## src/rtl/host_pins_pkg.sv

```systemverilog
// Host pin block constants
package host_pins_pkg;
  // System clock
  localparam int CLK_HZ = 10_000_000;
  localparam int CLK_PERIOD_NS = 100;
  // Reset pin low time
  localparam int RESET_MIN_NS = 2000;
  localparam int RESET_MIN_CYC = (RESET_MIN_NS + CLK_PERIOD_NS - 1) / CLK_PERIOD_NS;
  // Settle wait after release
  localparam int PLL_SETTLE_MS = 150;
  localparam int PLL_SETTLE_CYC = PLL_SETTLE_MS * (CLK_HZ / 1000);
  // Host port geometry
  localparam int ADDR_W = 2;
  localparam int DATA_W = 8;
  localparam int BIT_CNT_W = 3;
  // Attention sources
  localparam int SOCKETS = 8;
  localparam int CAUSES = 4;
  localparam int CAUSE_CONNECT = 0;
  localparam int CAUSE_DISCONNECT = 1;
  localparam int CAUSE_RECEIVE = 2;
  localparam int CAUSE_TIMEOUT = 3;
  // Synchronised pin vector layout
  localparam int PIN_COUNT = 17;
  localparam int PIN_DATA = 0;
  localparam int PIN_HW_RESET_LOW = 8;
  localparam int PIN_AUTONEG = 9;
  localparam int PIN_SERIAL_SEL = 10;
  localparam int PIN_SLEEP = 11;
  localparam int PIN_ADDR0 = 12;
  localparam int PIN_ADDR1 = 13;
  localparam int PIN_IN_WR = 14;
  localparam int PIN_CLK_RD = 15;
  localparam int PIN_SELECT_LOW = 16;
  // Idle levels, reset pin held
  localparam logic [PIN_COUNT-1:0] PIN_SYNC_RST = 17'h1c000;
  // Strap reset values
  localparam logic STRAP_SERIAL_RST = 1'h0;
  localparam logic STRAP_DUPLEX_RST = 1'h0;
  localparam logic STRAP_RATE_RST = 1'h0;
  localparam logic STRAP_AUTONEG_RST = 1'h0;

  typedef enum logic [1:0] {PH_HELD, PH_SETTLE, PH_READY} phase_type;
endpackage : host_pins_pkg

```

## src/rtl/strap_set_if.sv

```systemverilog
// Strap levels in, latched host mode, duplex and rate out, autoneg enable follows its pin
`timescale 1ns/1ps
interface strap_set_if;
  logic capture;
  logic serial_level;
  logic addr0_level;
  logic addr1_level;
  logic autoneg_level;
  logic serial_mode;
  logic full_duplex;
  logic rate_100m;
  logic autoneg_en;

  modport sampler (
    input capture, serial_level, addr0_level, addr1_level, autoneg_level,
    output serial_mode, full_duplex, rate_100m, autoneg_en
  );
  modport user (
    output capture, serial_level, addr0_level, addr1_level, autoneg_level,
    input serial_mode, full_duplex, rate_100m, autoneg_en
  );
endinterface : strap_set_if

```

## src/rtl/strap_sampler.sv

```systemverilog
// Reset-time strap latches for host mode, duplex and rate
`timescale 1ns/1ps
module strap_sampler
  import host_pins_pkg::*;
(
  input wire logic clk_sys_i, // System clock
  input wire logic reset_i, // Synchronous reset
  strap_set_if.sampler straps // Strap levels and settings
);
  logic serial_mode;
  logic full_duplex;
  logic rate_100m;
  logic autoneg_en;

  // Pins are address lines once released
  always_ff @(posedge clk_sys_i) begin
    if (reset_i) begin
      serial_mode <= STRAP_SERIAL_RST;
      full_duplex <= STRAP_DUPLEX_RST;
      rate_100m <= STRAP_RATE_RST;
    end else if (straps.capture) begin
      serial_mode <= straps.serial_level;
      full_duplex <= straps.addr0_level;
      rate_100m <= straps.addr1_level;
    end
  end

  // Autoneg follows its pin
  always_ff @(posedge clk_sys_i) begin
    if (reset_i) begin
      autoneg_en <= STRAP_AUTONEG_RST;
    end else begin
      autoneg_en <= straps.autoneg_level;
    end
  end

  assign straps.serial_mode = serial_mode;
  assign straps.full_duplex = full_duplex;
  assign straps.rate_100m = rate_100m;
  assign straps.autoneg_en = autoneg_en;
endmodule : strap_sampler

```

## src/rtl/attention_ctrl.sv

```systemverilog
// Sticky causes, masks and the attention pin
`timescale 1ns/1ps
module attention_ctrl
  import host_pins_pkg::*;
#(
  parameter int NSOCK = SOCKETS
) (
  input wire logic clk_sys_i, // System clock
  input wire logic reset_i, // Synchronous reset
  input wire logic wipe_i, // Held in reset
  input wire logic [NSOCK*CAUSES-1:0] socket_event_i, // Per-socket cause pulses
  input wire logic wake_on_lan_event_i, // Wake-on-LAN pulse
  input wire logic [NSOCK*CAUSES-1:0] socket_clear_i, // Per-socket clear pulses
  input wire logic wake_on_lan_clear_i, // Common register clear pulse
  input wire logic [NSOCK*CAUSES-1:0] socket_mask_i, // 1 enables a socket cause
  input wire logic wake_on_lan_mask_i, // 1 enables wake-on-LAN
  output logic [NSOCK*CAUSES-1:0] socket_flags_o, // Socket event register bits
  output logic common_flag_o, // Common event register bit
  output logic attention_low_o // Attention pin, active low
);
  genvar i;
  generate
    for (i = 0; i < NSOCK*CAUSES; i++) begin : g_flag
      // An event in the clearing cycle survives
      always_ff @(posedge clk_sys_i) begin
        if (reset_i || wipe_i) begin
          socket_flags_o[i] <= 1'h0;
        end else if (socket_event_i[i]) begin
          socket_flags_o[i] <= 1'h1;
        end else if (socket_clear_i[i]) begin
          socket_flags_o[i] <= 1'h0;
        end
      end
    end
  endgenerate

  always_ff @(posedge clk_sys_i) begin
    if (reset_i || wipe_i) begin
      common_flag_o <= 1'h0;
    end else if (wake_on_lan_event_i) begin
      common_flag_o <= 1'h1;
    end else if (wake_on_lan_clear_i) begin
      common_flag_o <= 1'h0;
    end
  end

  always_ff @(posedge clk_sys_i) begin
    if (reset_i || wipe_i) begin
      attention_low_o <= 1'h1;
    end else begin
      attention_low_o <= ~(|(socket_flags_o & socket_mask_i) |
                           (common_flag_o & wake_on_lan_mask_i));
    end
  end
endmodule : attention_ctrl

```

## src/rtl/host_pins_and_reset_straps.sv

```systemverilog
// Host pins: reset tracking, straps, serial slave, indirect port, attention
`timescale 1ns/1ps
module host_pins_and_reset_straps
  import host_pins_pkg::*;
#(
  parameter int SETTLE_CYC = PLL_SETTLE_CYC,
  parameter int NSOCK = SOCKETS
) (
  input wire logic clk_sys_i, // System clock, 10 MHz
  input wire logic reset_i, // Synchronous reset, active high
  input wire logic hw_reset_low_i, // Hardware reset pin, active low
  input wire logic select_low_i, // Chip select pin, active low
  input wire logic serial_clock_or_read_strobe_i, // Serial clock or read strobe
  input wire logic serial_in_or_write_strobe_i, // Serial data in or write strobe
  input wire logic addr0_duplex_strap_i, // Address bit 0, duplex strap in reset
  input wire logic addr1_rate_strap_i, // Address bit 1, rate strap in reset
  input wire logic [DATA_W-1:0] host_data_bus_i, // Data bus level in
  output logic [DATA_W-1:0] host_data_bus_o, // Data bus drive value
  output logic host_data_bus_oe_o, // Data bus output enable
  output logic serial_out_o, // Serial data out
  output logic attention_low_o, // Attention pin, active low
  input wire logic sleep_request_i, // Power-down pin, active high
  input wire logic serial_host_select_i, // Host mode strap
  input wire logic autoneg_strap_i, // Auto-negotiation strap
  output logic serial_mode_o, // Host mode, 1 serial
  output logic full_duplex_o, // Duplex, 1 full
  output logic rate_100m_o, // Rate, 1 100M
  output logic autoneg_en_o, // Auto-negotiation enable
  output logic power_down_o, // Power-down mode active
  output logic in_hw_reset_o, // Held in reset
  output logic device_ready_o, // Host access open
  output logic short_reset_o, // Last reset too short
  output logic access_refused_o, // Pulse: early access
  output logic [ADDR_W-1:0] host_addr_o, // Last indirect location
  output logic [DATA_W-1:0] host_wdata_o, // Indirect write data
  output logic host_write_o, // Pulse: indirect write taken
  output logic host_read_o, // Pulse: indirect read started
  input wire logic [DATA_W-1:0] host_rdata_i, // Read data for host_addr_o
  output logic [DATA_W-1:0] serial_rx_byte_o, // Serial byte received
  output logic serial_rx_valid_o, // Pulse: serial byte complete
  input wire logic [DATA_W-1:0] serial_tx_byte_i, // Next byte to send
  output logic serial_tx_take_o, // Pulse: byte loaded
  input wire logic [NSOCK*CAUSES-1:0] socket_event_i, // Per-socket cause pulses
  input wire logic wake_on_lan_event_i, // Wake-on-LAN pulse
  input wire logic [NSOCK*CAUSES-1:0] socket_clear_i, // Per-socket clear pulses
  input wire logic wake_on_lan_clear_i, // Common register clear pulse
  input wire logic [NSOCK*CAUSES-1:0] socket_mask_i, // Socket cause enables
  input wire logic wake_on_lan_mask_i, // Wake-on-LAN enable
  output logic [NSOCK*CAUSES-1:0] socket_flags_o, // Socket event register bits
  output logic common_flag_o // Common event register bit
);
  function automatic logic rose(input logic prev, input logic now);
    rose = ~prev & now;
  endfunction : rose

  function automatic logic fell(input logic prev, input logic now);
    fell = prev & ~now;
  endfunction : fell

  ////////////////////////////////////////////////////////////////////////////
  // Pin synchronisers

  logic [PIN_COUNT-1:0] pin_raw;
  logic [PIN_COUNT-1:0] pin_meta;
  logic [PIN_COUNT-1:0] pin_sync;
  logic [PIN_COUNT-1:0] pin_prev;

  assign pin_raw = {select_low_i, serial_clock_or_read_strobe_i, serial_in_or_write_strobe_i,
                    addr1_rate_strap_i, addr0_duplex_strap_i, sleep_request_i,
                    serial_host_select_i, autoneg_strap_i, hw_reset_low_i, host_data_bus_i};

  genvar p;
  generate
    for (p = 0; p < PIN_COUNT; p++) begin : g_sync
      always_ff @(posedge clk_sys_i) begin
        if (reset_i) begin
          pin_meta[p] <= PIN_SYNC_RST[p];
          pin_sync[p] <= PIN_SYNC_RST[p];
          pin_prev[p] <= PIN_SYNC_RST[p];
        end else begin
          pin_meta[p] <= pin_raw[p];
          pin_sync[p] <= pin_meta[p];
          pin_prev[p] <= pin_sync[p];
        end
      end
    end
  endgenerate

  logic sel_now;
  logic clk_rd_now;
  logic clk_rd_prev;
  logic in_wr_now;
  logic in_wr_prev;
  logic [ADDR_W-1:0] addr_now;
  logic [DATA_W-1:0] data_now;

  assign sel_now = ~pin_sync[PIN_SELECT_LOW];
  assign clk_rd_now = pin_sync[PIN_CLK_RD];
  assign clk_rd_prev = pin_prev[PIN_CLK_RD];
  assign in_wr_now = pin_sync[PIN_IN_WR];
  assign in_wr_prev = pin_prev[PIN_IN_WR];
  assign addr_now = {pin_sync[PIN_ADDR1], pin_sync[PIN_ADDR0]};
  assign data_now = pin_sync[PIN_DATA +: DATA_W];

  ////////////////////////////////////////////////////////////////////////////
  // Hardware reset tracking and settle wait

  localparam int SETTLE_W = $clog2(SETTLE_CYC + 1);
  localparam int HOLD_W = $clog2(RESET_MIN_CYC + 1);

  phase_type phase;
  logic [HOLD_W-1:0] hold_count;
  logic [SETTLE_W-1:0] settle_count;
  logic pin_held;

  assign pin_held = ~pin_sync[PIN_HW_RESET_LOW];

  always_ff @(posedge clk_sys_i) begin
    if (reset_i) begin
      phase <= PH_HELD;
    end else begin
      unique case (phase)
        PH_HELD: if (!pin_held) phase <= PH_SETTLE;
        PH_SETTLE: begin
          if (pin_held) begin
            phase <= PH_HELD;
          end else if (settle_count == SETTLE_W'(SETTLE_CYC - 1)) begin
            phase <= PH_READY;
          end
        end
        PH_READY: if (pin_held) phase <= PH_HELD;
      endcase
    end
  end

  // Saturating low-time count
  always_ff @(posedge clk_sys_i) begin
    if (reset_i || phase != PH_HELD) begin
      hold_count <= '0;
    end else if (hold_count != HOLD_W'(RESET_MIN_CYC)) begin
      hold_count <= hold_count + HOLD_W'(1);
    end
  end

  // Short pulses still reset, only flagged
  always_ff @(posedge clk_sys_i) begin
    if (reset_i) begin
      short_reset_o <= 1'h0;
    end else if (phase == PH_HELD && !pin_held) begin
      short_reset_o <= hold_count < HOLD_W'(RESET_MIN_CYC);
    end
  end

  always_ff @(posedge clk_sys_i) begin
    if (reset_i || phase != PH_SETTLE) begin
      settle_count <= '0;
    end else begin
      settle_count <= settle_count + SETTLE_W'(1);
    end
  end

  assign in_hw_reset_o = (phase == PH_HELD);
  assign device_ready_o = (phase == PH_READY);

  ////////////////////////////////////////////////////////////////////////////
  // Straps and power-down

  strap_set_if straps ();

  assign straps.capture = in_hw_reset_o;
  assign straps.serial_level = pin_sync[PIN_SERIAL_SEL];
  assign straps.addr0_level = pin_sync[PIN_ADDR0];
  assign straps.addr1_level = pin_sync[PIN_ADDR1];
  assign straps.autoneg_level = pin_sync[PIN_AUTONEG];

  strap_sampler u_straps (
    .clk_sys_i (clk_sys_i),
    .reset_i (reset_i),
    .straps (straps)
  );

  assign serial_mode_o = straps.serial_mode;
  assign full_duplex_o = straps.full_duplex;
  assign rate_100m_o = straps.rate_100m;
  assign autoneg_en_o = straps.autoneg_en;

  always_ff @(posedge clk_sys_i) begin
    if (reset_i) begin
      power_down_o <= 1'h0;
    end else begin
      power_down_o <= pin_sync[PIN_SLEEP];
    end
  end

  ////////////////////////////////////////////////////////////////////////////
  // Host access gating

  logic serial_sel;
  logic indirect_sel;

  assign serial_sel = device_ready_o & serial_mode_o & sel_now;
  assign indirect_sel = device_ready_o & ~serial_mode_o & sel_now;

  // Early strobes dropped, not queued
  always_ff @(posedge clk_sys_i) begin
    if (reset_i) begin
      access_refused_o <= 1'h0;
    end else begin
      access_refused_o <= ~device_ready_o & ~in_hw_reset_o & sel_now &
                          (fell(clk_rd_prev, clk_rd_now) | rose(in_wr_prev, in_wr_now));
    end
  end

  ////////////////////////////////////////////////////////////////////////////
  // Serial slave, clock idle low, sample on rise, shift on fall

  logic [DATA_W-1:0] rx_shift;
  logic [DATA_W-1:0] tx_shift;
  logic [BIT_CNT_W-1:0] bit_count;
  logic reload;
  logic serial_sel_prev;

  always_ff @(posedge clk_sys_i) begin
    if (reset_i) begin
      serial_sel_prev <= 1'h0;
    end else begin
      serial_sel_prev <= serial_sel;
    end
  end

  always_ff @(posedge clk_sys_i) begin
    if (reset_i || !serial_sel) begin
      rx_shift <= '0;
      bit_count <= '0;
      reload <= 1'h0;
      serial_rx_valid_o <= 1'h0;
    end else begin
      serial_rx_valid_o <= 1'h0;
      if (rose(clk_rd_prev, clk_rd_now)) begin
        rx_shift <= {rx_shift[DATA_W-2:0], in_wr_now};
        bit_count <= bit_count + BIT_CNT_W'(1);
        if (bit_count == BIT_CNT_W'(DATA_W - 1)) begin
          serial_rx_valid_o <= 1'h1;
          reload <= 1'h1;
        end
      end else if (fell(clk_rd_prev, clk_rd_now)) begin
        reload <= 1'h0;
      end
    end
  end

  always_ff @(posedge clk_sys_i) begin
    if (reset_i) begin
      serial_rx_byte_o <= '0;
    end else if (serial_sel && rose(clk_rd_prev, clk_rd_now) &&
                 bit_count == BIT_CNT_W'(DATA_W - 1)) begin
      serial_rx_byte_o <= {rx_shift[DATA_W-2:0], in_wr_now};
    end
  end

  // First bit stands before the first rise
  always_ff @(posedge clk_sys_i) begin
    if (reset_i || !serial_sel) begin
      tx_shift <= '0;
      serial_tx_take_o <= 1'h0;
    end else begin
      serial_tx_take_o <= 1'h0;
      if (!serial_sel_prev || (reload && fell(clk_rd_prev, clk_rd_now))) begin
        tx_shift <= serial_tx_byte_i;
        serial_tx_take_o <= 1'h1;
      end else if (fell(clk_rd_prev, clk_rd_now)) begin
        tx_shift <= {tx_shift[DATA_W-2:0], 1'h0};
      end
    end
  end

  assign serial_out_o = tx_shift[DATA_W-1];

  ////////////////////////////////////////////////////////////////////////////
  // Indirect parallel port

  logic reading;

  assign reading = indirect_sel & ~clk_rd_now;

  always_ff @(posedge clk_sys_i) begin
    if (reset_i) begin
      host_addr_o <= '0;
      host_wdata_o <= '0;
      host_write_o <= 1'h0;
      host_read_o <= 1'h0;
    end else begin
      host_write_o <= 1'h0;
      host_read_o <= 1'h0;
      if (indirect_sel && rose(in_wr_prev, in_wr_now)) begin
        host_addr_o <= addr_now;
        host_wdata_o <= data_now;
        host_write_o <= 1'h1;
      end else if (indirect_sel && fell(clk_rd_prev, clk_rd_now)) begin
        host_addr_o <= addr_now;
        host_read_o <= 1'h1;
      end
    end
  end

  // Data lags the strobe by two sync stages and one output register
  always_ff @(posedge clk_sys_i) begin
    if (reset_i || !reading) begin
      host_data_bus_o <= '0;
      host_data_bus_oe_o <= 1'h0;
    end else begin
      host_data_bus_o <= host_rdata_i;
      host_data_bus_oe_o <= 1'h1;
    end
  end

  ////////////////////////////////////////////////////////////////////////////
  // Attention

  attention_ctrl #(
    .NSOCK (NSOCK)
  ) u_attention (
    .clk_sys_i (clk_sys_i),
    .reset_i (reset_i),
    .wipe_i (in_hw_reset_o),
    .socket_event_i (socket_event_i),
    .wake_on_lan_event_i (wake_on_lan_event_i),
    .socket_clear_i (socket_clear_i),
    .wake_on_lan_clear_i (wake_on_lan_clear_i),
    .socket_mask_i (socket_mask_i),
    .wake_on_lan_mask_i (wake_on_lan_mask_i),
    .socket_flags_o (socket_flags_o),
    .common_flag_o (common_flag_o),
    .attention_low_o (attention_low_o)
  );
endmodule : host_pins_and_reset_straps

```

## config.mk

```make
export PLATFORM = sky130hd
export DESIGN_NAME = host_pins_and_reset_straps
export DESIGN_NICKNAME = d
export VERILOG_FILES = /design/src/rtl/host_pins_pkg.sv /design/src/rtl/strap_set_if.sv /design/src/rtl/strap_sampler.sv /design/src/rtl/attention_ctrl.sv /design/src/rtl/host_pins_and_reset_straps.sv
export SDC_FILE = /design/constraint.sdc
export NUM_CORES = 1
export LEC_CHECK = 0
export BUFFER_PORTS_ARGS = -buffer_cell sky130_fd_sc_hd__buf_2
export CAP_MARGIN = 20
export CORE_ASPECT_RATIO = 0.7
export CORE_MARGIN = 2
export CORE_UTILIZATION = 44
export DETAILED_ROUTE_END_ITERATION = 12
export GPL_ROUTABILITY_DRIVEN = 0
export PLACE_DENSITY = 0.72
export SLEW_MARGIN = 30
export SYNTH_ARGS = -nofsm -noshare
export SYNTH_HDL_FRONTEND = slang
export SYNTH_SLANG_ARGS = --single-unit
```

## constraint.sdc

```tcl
create_clock -name clk_sys_i -period 2.1 [get_ports clk_sys_i]
set_clock_uncertainty 0.2 [all_clocks]
set_input_delay 0.105 -clock clk_sys_i [delete_from_list [all_inputs] [get_ports clk_sys_i]]
set_output_delay 0.105 -clock clk_sys_i [all_outputs]
set_load 0.05 [all_outputs]
```

; ---- Word-level counts from Yosys, hierarchy flattened
; Cells that the tools add are included.
[classes]
add_sub_neg = 3
n_div = 0
reduce_logical = 58
multipliers = 0
n_bitwise = 24
n_eq_ne = 10
muxes = 83
n_shift = 0
order_cmp = 1
[op_table]
columns = op, n
row1 = $mux W1, 74
row2 = $reduce_bool A2 Y1, 37
row3 = $and A32 B32 Y32, 1
row4 = $reduce_or A32 Y1, 1
row5 = $add A21 B1 Y21 const B, 1
row6 = $eq A21 B21 Y1 const B, 1
row7 = $mux W8, 2
row8 = $and A1 B1 Y1, 12
row9 = $mux W2, 6
row10 = $not A1 Y1, 9
row11 = $logic_and A1 B1 Y1, 6
row12 = $logic_or A1 B1 Y1, 6
row13 = $ne A2 B1 Y1 const B, 3
row14 = $pmux W2 S3, 1
row15 = $add A5 B1 Y5 const B, 1
row16 = $lt A5 B5 Y1 const B, 1
row17 = $ne A5 B5 Y1 const B, 1
row18 = $reduce_or A2 Y1, 2
row19 = $add A3 B1 Y3 const B, 1
row20 = $eq A3 B3 Y1 const B, 1
row21 = $logic_not A1 Y1, 3
row22 = $ne A3 B3 Y1 const B, 1
row23 = $reduce_and A3 Y1, 1
row24 = $eq A2 B1 Y1 const B, 1
row25 = 5 further kinds, 6
[word_totals]
register_bits = 156
mem_bits_rw = 0
out_inout_bits = 75
input_bits = 134
n_memories = 0
latchBits = 0
word_cells = 273
romBits = 0

; ---- Longest topological paths before layout
; Gate-level depths: netlist of run 1.
[logic_depth]
word_depth = 7
ltp_mapped = 7
ltp_nobuf = 6

; ---- By module
; From an unflattened synthesis of run 1, not the netlist that was laid out.
[hier_totals]
hier_cells = 602
hier_area_um2 = 5649.2
[modules_own_cells]
columns = module, cells_each, n_inst, area_each_um2
row1 = host_pins_and_reset_straps, 431, 1, 4221.5
row2 = attention_ctrl, 160, 1, 1300.0
row3 = strap_sampler, 11, 1, 127.6

; ---- Worst setup path after synthesis of run 1
; No wires, ideal clock.
[synth_path]
kind = register to register
from = register phase[0]
to = register serial_rx_byte_o[7]
n_path_buf = 0
slack_ps = -218
arrival_ps = 1990
setup_time_ps = 128
path_stages_with_launch = 7
period_less_slack_ps = 2318
required_ps = 1772
cell_sequence = dfxtp_1 -> inv_1 -> ha_1 -> nand3b_1 -> nor3_2 -> mux2i_1 -> nor2_1
[synth_via]
elab_chain_cells = 5
[synth_lines]
columns = element, line
row1 = from (decl), host_pins_and_reset_straps.sv:111  ; phase_type phase;
row2 = from (signal assigned), host_pins_and_reset_straps.sv:120  ; phase <= PH_HELD;
row3 = from (signal assigned), host_pins_and_reset_straps.sv:123  ; PH_HELD: if (!pin_held) phase <= PH_SETTLE;
row4 = from (signal assigned), host_pins_and_reset_straps.sv:126  ; phase <= PH_HELD;
row5 = $eq A2 B2 Y1, host_pins_and_reset_straps.sv:163  ; assign device_ready_o = (phase == PH_READY);
row6 = named net device_ready_o, host_pins_and_reset_straps.sv:31  ; output logic device_ready_o,
row7 = $and A1 B1 Y1 (2 in a row), host_pins_and_reset_straps.sv:201  ; assign serial_sel = device_ready_o & serial_mode_o & sel_now;
row8 = $logic_and A1 B1 Y1 (2 in a row), host_pins_and_reset_straps.sv:255  ; end else if (serial_sel && rose(clk_rd_prev, clk_rd_now) &&
row9 = to (signal assigned), host_pins_and_reset_straps.sv:257  ; serial_rx_byte_o <= {rx_shift[DATA_W-2:0], in_wr_now};
row10 = to (decl), host_pins_and_reset_straps.sv:39  ; output logic [DATA_W-1:0] serial_rx_byte_o,
; The timed path passes the listed nets, and every way through them passes these cells.
; A chain may end at the register's enable or synchronous reset.

; ---- Worst setup path after layout of run 1
[layout_path]
from = register u_attention.socket_flags_o[19]
to = register u_attention.attention_low_o
[layout_via]
elab_chain_cells = 4
[layout_lines]
columns = element, line
row1 = from (decl), attention_ctrl.sv:17  ; output logic [NSOCK*CAUSES-1:0] socket_flags_o,
row2 = "from (signal, indexed assignment)", attention_ctrl.sv:27  ; socket_flags_o[i] <= 1'h0;
row3 = "from (signal, indexed assignment)", attention_ctrl.sv:29  ; socket_flags_o[i] <= 1'h1;
row4 = "from (signal, indexed assignment)", attention_ctrl.sv:31  ; socket_flags_o[i] <= 1'h0;
row5 = $and A32 B32 Y32, attention_ctrl.sv:51  ; attention_low_o <= ~(|(socket_flags_o & socket_mask_i) |
row6 = $reduce_or A32 Y1, attention_ctrl.sv:51
row7 = $or A1 B1 Y1, attention_ctrl.sv:51
row8 = $not A1 Y1, attention_ctrl.sv:51
row9 = to (signal assigned), attention_ctrl.sv:51
row10 = to (decl), attention_ctrl.sv:19  ; output logic attention_low_o
; No other way between the ends.

==> results of run 1 <==
==> logic make-up (layout without fill, tap and decap cells) <==
kind of cell | after synthesis | after routing
AO/OA/AOI/OAI | 102 | 102
XOR/XNOR | 13 | 13
adder cells (fa/ha/maj) | 8 | 8
buffers and inverters | 64 | 399
flip-flops | 156 | 156
multiplexers | 22 | 22
AND/OR/NAND/NOR | 238 | 238
==> metal layers <==
metal / routed length [µm] / track usage, % / vias to the layer above / share of wire (%)
li1: - / - / 2667 / -
met4: 335 / 9.479 / 0 / 2.1
met3: 765 / 6.268 / 30 / 4.8
met1: 6904 / 27.96 / 2529 / 43
met5: 0 / 0 / - / 0
met2: 8092 / 40.39 / 164 / 50
==> critical path: stages (launching register included) <==
cell,delay (ns)
dfxtp_1,0.35
a22oi_2,0.21
nand3_1,0.12
dlygate4sd3_1,0.60
nor4_2,0.28
a21o_1,0.21
==> final cells by class <==
| cell class | instances | share of cell area [%] |
|---|---|---|
| clock buffer | 19 | 5.304 |
| tap | 162 | 2.374 |
| clock inverter | 13 | 1.538 |
| sequential | 156 | 36.57 |
| timing repair buffer | 326 | 25.61 |
| inverter | 41 | 1.802 |
| multi-input combinational | 383 | 26.80 |
==> where the power goes <==
part | internal (µW) | switching [µW] | total [µW]
logic | 434 | 545 | 979
registers | 3070 | 81.5 | 3150
clock network | 1720 | 1240 | 2960
==> metrics by stage <==
| stage | cell area, µm² | utilization, % |
|---|---|---|
| after floorplan | 5623 | - |
| after global placement | 6875 | 55.35 |
| after detailed placement | 6875 | 55.35 |
| after CTS | 8501 | 68.43 |
| after global routing | 8539 | 68.75 |
| final | 8539 | 68.75 |
==> worst max path at each step <==
stage	from	endpoint	slack [ns]	depth (start not counted)
CTS	settle_count[0]$_SDFF_PP0_	settle_count[20]$_SDFF_PP0_	0.04	5
finish	u_attention.socket_flags_o[19]$_SDFFE_PP0P_	u_attention.attention_low_o$_SDFF_PP1_	0.07	5
global route	phase[0]$_SDFFE_PP0P_	phase[0]$_SDFFE_PP0P_	0.01	6
detailed placement	settle_count[0]$_SDFF_PP0_	settle_count[20]$_SDFF_PP0_	0.04	5
global placement	settle_count[0]$_SDFF_PP0_	settle_count[20]$_SDFF_PP0_	0.10	5
floorplan	phase[0]$_SDFFE_PP0P_	phase[0]$_SDFFE_PP0P_	0.05	7
==> flip-flops by register name, summed over array words and instances, names as in the netlist, 2 cells and up <==
| signal | count |
|---|---|
| u_attention.socket_flags_o | 32 |
| serial_rx_byte_o | 8 |
| bit_count | 3 |
| settle_count | 21 |
| rx_shift | 7 |
| pin_meta | 17 |
| tx_shift | 8 |
| hold_count | 5 |
| host_wdata_o | 8 |
| data_now | 8 |
| pin_sync | 3 |
| host_data_bus_o | 8 |
| host_addr_o | 2 |
| phase | 2 |
==> synthesized netlist by cell type, types with 2 or more instances <==
cell	instances	area, µm²
a211oi_1	7	52.55
a21oi_1	62	310.3
a22oi_1	15	112.6
and2_1	10	62.56
buf_1	4	15.01
clkbuf_1	18	67.56
dfxtp_1	156	3123
ha_1	8	100.1
inv_1	41	153.9
mux2i_1	21	210.2
nand2_1	40	150.1
nand2b_1	7	43.79
nand3_1	21	105.1
nand4_1	8	50.05
nor2_1	77	289.0
nor2b_1	35	219.0
nor3_1	2	10.01
nor4_1	5	31.28
o211ai_1	2	15.01
o21ai_0	8	40.04
or2_2	9	56.30
or3_1	6	37.54
or4_1	6	45.04
xnor2_1	6	52.55
xor2_1	7	61.31
==> what timing repair did <==
action | in CTS | in global routing
endpoints found under the hold margin | 78 | 0
buffers inserted | 0 | 1
resized for setup | 0 | 6
hold buffers | 104 | 0
setup endpoints to repair | 0 | 8
==> key figures, run 1 <==
Outcome
  • Status: finished clean

Placement
  • Dpl cells: 963
  • Place WS: 0.04020 ns
  • HPWL after DPL: 10620 µm
  • IO Port Bufs: 208

Hold path
  • Hold Path End: u_attention.attention_low_o$_SDFF_PP1_
  • Hold Crit Depth: 5
  • Hold Crit Start: wake_on_lan_mask_i
  • Worst min path class: in2reg

Floorplan
  • Die area: 13670 µm²
  • Chip height: 98.44 µm
  • Die width: 138.9 µm
  • I/O pins: 209
  • Rows: 34
  • Core area: 12420 µm²
  • Initial Utilization: 45.12%

Yosys
  • Syn_nets: 745
  • Post-Synth Adder-Cell Area: 1.786%
  • Synth Area in Simple Gates: 21.54%
  • Yosys warning total: 0
  • Synth unique cells: 47
  • Share of flip-flops with an asynchronous set or reset: 0%
  • Post-Synthesis Cells: 603
  • Number of synthesized register bits: 156
  • Post-Syn Area: 5605 µm²
  • Post-synth EDFFs: 0
  • Syn_area_per_cell: 9.296 µm²
  • Compound-gate portion of the synthesized area: 10.67%
  • Largest family of logic cells by synthesized area: simple AND/OR/NAND/NOR gates
  • Mux contribution to synthesized area: 3.951%
  • Sequential fraction of the synthesis area: 55.71%
  • Synth Area in XOR/XNOR: 2.031%
  • Top_reg_cell synth: dfxtp_1

Route
  • Drt drc: 0
  • Vias/cell: 4.900
  • Drt pass-1 iters: 5
  • WL/cell: 14.63 µm
  • ANT nets after route: 0
  • Final WL: 16100 µm
  • Initial DRC count: 221
  • DR vias: 5390

Layout
  • Non-Filler Instances: 1100
  • Most frequent cells in the layout: buf_2 (208), dfxtp_1 (156), dlygate4sd3_1 (104)
  • ANT cells: 0
  • Ratio of cells with drive above 1 in the final layout: 29.42%
  • Area delta synth->final: 52.34%
  • Multi-input gate area: 2288 µm²
  • Final nets: 1067
  • Register Area: 3123 µm²
  • Fill count: 926
  • Most common cell after layout, fill and taps aside: buf_2

STA
  • Minimum hold slack: 0.06481 ns
  • Min Tclk post-route: 2.028 ns
  • Final Hold Fails: 0
  • RSZ-0062 raised after global routing: no
  • Setup Viol. Count Final: 0
  • Worst slew margin: 55.95%
  • Peak Freq: 493.1 MHz
  • Setup tns final: 0 ns
  • Period Utilization, post-route: 96.58%
  • PnR worst setup slack: 0.07184 ns
  • Pins Over Slew Limit: 0
  • Worst-Margin Slew: 0.6595 ns

Setup path
  • Critical R2R Launch: u_attention.socket_flags_o[19]$_SDFFE_PP0P_
  • Crit path max fanout: 3
  • Critical path class: reg2reg
  • Arrival time worst endpoint: 2.17 ns
  • Reg2reg end: u_attention.attention_low_o$_SDFF_PP1_
  • Worst EP required: 2.25 ns
  • Flop2flop setup slack: 0.07 ns
  • CP startpoint kind: flip-flop
  • CP Capture Type: flip-flop
  • FF-to-FF path depth: 5

Clocking
  • Worst skew pair latency: 0.41 ns
  • CTS Buf Count: 17
  • CTS tree: built
  • Clk slew on worst S/H paths: 0.07 ns
  • Clock tree buffer depth: 2
  • Total number of H-tree levels: 4
  • Sink Count: 156
  • Root buffer cell: clkbuf_16

GRT
  • Largest net degree at the start of global routing: 47
  • Vias in the first global route: 5432
  • First-pass GRT wire length: 25560 µm
  • Initial antenna violation count: 0
  • Global Route Usage Sum: 23.38%
  • Congestion Overflow GR: 0

Pwr
  • Maximum vdd drop: 0.6410 mV
  • Power density of the placed cells: 829.5 nW/µm²
  • Leakage: 0.003916 µW
  • Final Total Pwr: 7083 µW

Job
  • Max-Cap Viols: 0
No activity file was read; power rests on OpenSTA's default activity.
==> run 2: changes to the inputs <==
--- a/config.mk
+++ b/config.mk
@@ -7,12 +7,12 @@
 export LEC_CHECK = 0
 export BUFFER_PORTS_ARGS = -buffer_cell sky130_fd_sc_hd__buf_2
 export CAP_MARGIN = 20
-export CORE_ASPECT_RATIO = 0.7
+export CORE_ASPECT_RATIO = 0.75
 export CORE_MARGIN = 2
-export CORE_UTILIZATION = 44
+export CORE_UTILIZATION = 49
 export DETAILED_ROUTE_END_ITERATION = 12
 export GPL_ROUTABILITY_DRIVEN = 0
-export PLACE_DENSITY = 0.72
+export PLACE_DENSITY = 0.77
 export SLEW_MARGIN = 30
 export SYNTH_ARGS = -nofsm -noshare
 export SYNTH_HDL_FRONTEND = slang
==> constraint.sdc (replaced) <==
create_clock -name clk_sys_i -period 1.9 [get_ports clk_sys_i]
set_clock_uncertainty 0.2 [all_clocks]
set_input_delay 0.095 -clock clk_sys_i [delete_from_list [all_inputs] [get_ports clk_sys_i]]
set_output_delay 0.095 -clock clk_sys_i [all_outputs]
set_load 0.05 [all_outputs]
==> key figures, run 2 (synthesis gave the netlist of run 1 again) <==
Layout
  • Non-Filler Instances: 1102
  • Number of flip-flops under the largest register name: 32
  • Fill count: 685
  • Core Util, Final: 80.03%
  • Multi-input gate area: 2354 µm²
  • Most frequent cells in the layout: buf_2 (208), dfxtp_1 (143), dlygate4sd3_1 (106)
  • Final Cell Area: 8822 µm²
  • Area delta synth->final: 57.39%
  • Ratio of cells with drive above 1 in the final layout: 33.16%
  • Most common cell after layout, fill and taps aside: buf_2
  • Register with the most flip-flops: u_attention.socket_flags_o
  • Final nets: 1092
  • Largest regs: u_attention.socket_flags_o (32), settle_count (21), pin_meta (17)
  • Register Area: 3147 µm²
  • ANT cells: 0

STA
  • Pins Over Slew Limit: 0
  • Min Tclk post-route: 1.937 ns
  • Worst-Margin Slew: 0.4931 ns
  • PnR worst setup slack: -0.03655 ns
  • Peak Freq: 516.4 MHz
  • RSZ-0062 raised after global routing: yes
  • Period Utilization, post-route: 101.9%
  • Final Hold Fails: 0
  • Worst slew margin: 67.13%
  • Setup Viol. Count Final: 1
  • Minimum hold slack: 0.01951 ns

Hold path
  • Worst min path class: in2reg

GRT
  • First-pass GRT wire length: 28470 µm
  • Global Route Usage Sum: 29.38%
  • Vias in the first global route: 5789
  • Initial antenna violation count: 0
  • Congestion Overflow GR: 0
  • Largest net degree at the start of global routing: 52

Pwr
  • Power density of the placed cells: 912.1 nW/µm²
  • Clock Power Share: 42.9%
  • NetSw: 2034 µW
  • Pint: 6013 µW
  • Final Total Pwr: 8047 µW
  • Leakage: 0.004066 µW
  • Maximum vdd drop: 0.6560 mV
  • Comb pwr share: 13.7%
  • Sequential share of power: 43.3%
  • Sw Share: 25.28%

Placement
  • HPWL after DPL: 11090 µm
  • DP Area: 7047 µm²
  • IO Port Bufs: 208
  • Dpl cells: 958

Floorplan
  • Core area: 11020 µm²
  • Rows: 33
  • Die area: 12320 µm²
  • I/O pins: 209
  • Initial Utilization: 50.85%
  • Die width: 127.5 µm
  • Chip height: 96.63 µm

Setup path
  • CP Capture Type: flip-flop
  • CP startpoint kind: flip-flop
  • Critical path class: reg2reg
  • Worst EP required: 2.04 ns
  • Arrival time worst endpoint: 2.08 ns
  • Crit path max fanout: 8

Clocking
  • Root buffer cell: clkbuf_16
  • CTS tree: built
  • Clock tree buffer depth: 2
  • Worst skew pair latency: 0.41 ns
  • Clk slew on worst S/H paths: 0.06 ns
  • CTS Buf Count: 17
  • Total number of H-tree levels: 4
  • Sink Count: 156

Outcome
  • Status: complete, but fails checks
  • Failing checks: setup timing

Route
  • DR vias: 5666
  • WL/cell: 16.39 µm
  • Final WL: 18070 µm
  • Vias/cell: 5.142
  • Drt drc: 0
  • ANT nets after route: 0
  • Drt pass-1 iters: 5
  • Initial DRC count: 267

Job
  • Max-Cap Viols: 0
## run 2: layer usage
metal | global-route usage (%) | vias up | wire (µm)
met5 | 0 | - | 0
met4 | 14.54 | 0 | 744
met3 | 6.748 | 62 | 982
met2 | 51.67 | 219 | 9117
met1 | 33.39 | 2667 | 7220
li1 | - | 2718 | -
## run 2: per-stage QoR
| step | setup TNS [ns] | setup slack [ns] |
|---|---|---|
| floorplan | -0.03662 | -0.03662 |
| finish | -0.03655 | -0.03655 |
| detailed placement | -0.3675 | -0.09888 |
| global route | -0.5086 | -0.1443 |
| CTS | 0 | 0.007344 |
| global placement | -0.001189 | -0.001189 |
## run 2: path summary, 6_finish.rpt
| check | start | to | slack [ns] | cells past startpoint |
|---|---|---|---|---|
| worst min register to register | pin_meta[16]$_SDFF_PP1_ | pin_sync[16]$_SDFF_PP1_ | 0.21 | 1 |
| worst min-delay path | socket_mask_i[17] | u_attention.attention_low_o$_SDFF_PP1_ | 0.02 | 5 |
| worst max-delay path | settle_count[10]$_SDFF_PP0_ | settle_count[18]$_SDFF_PP0_ | -0.04 | 4 |
| worst max register to register | settle_count[10]$_SDFF_PP0_ | settle_count[18]$_SDFF_PP0_ | -0.04 | 4 |
## run 2: critical path, cell delays in order (launching register included)
cell     delay (ns)
dfxtp_1        0.35
nand4_1        0.20
or4_4          0.58
or3_1          0.39
a21oi_2        0.15
## run 2: layout make-up
cell class,count,share of cell area (%)
Clock inverter,10,1.588
Clock buffer,21,5.219
Sequential cell,156,35.67
Tap cell,140,1.986
Inverter,41,1.744
Timing Repair Buffer,351,27.12
Multi-Input combinational cell,383,26.68
## run 2: power by group through the flow
stage	registers (µW)	clock network (µW)	logic (µW)
finish	3490	3460	1100
global route	3500	3620	1180
CTS	3480	3480	1070
detailed placement	3550	0	886
global placement	3550	0	866
floorplan	3750	0	361
## run 2: repair_timing
action                                 CTS  global route
setup endpoints to repair                8            16
resized for setup                        5            13
setup buffers                            7             1
pin swaps                                4             8
hold buffers                           106             0
endpoints found under the hold margin   80             0
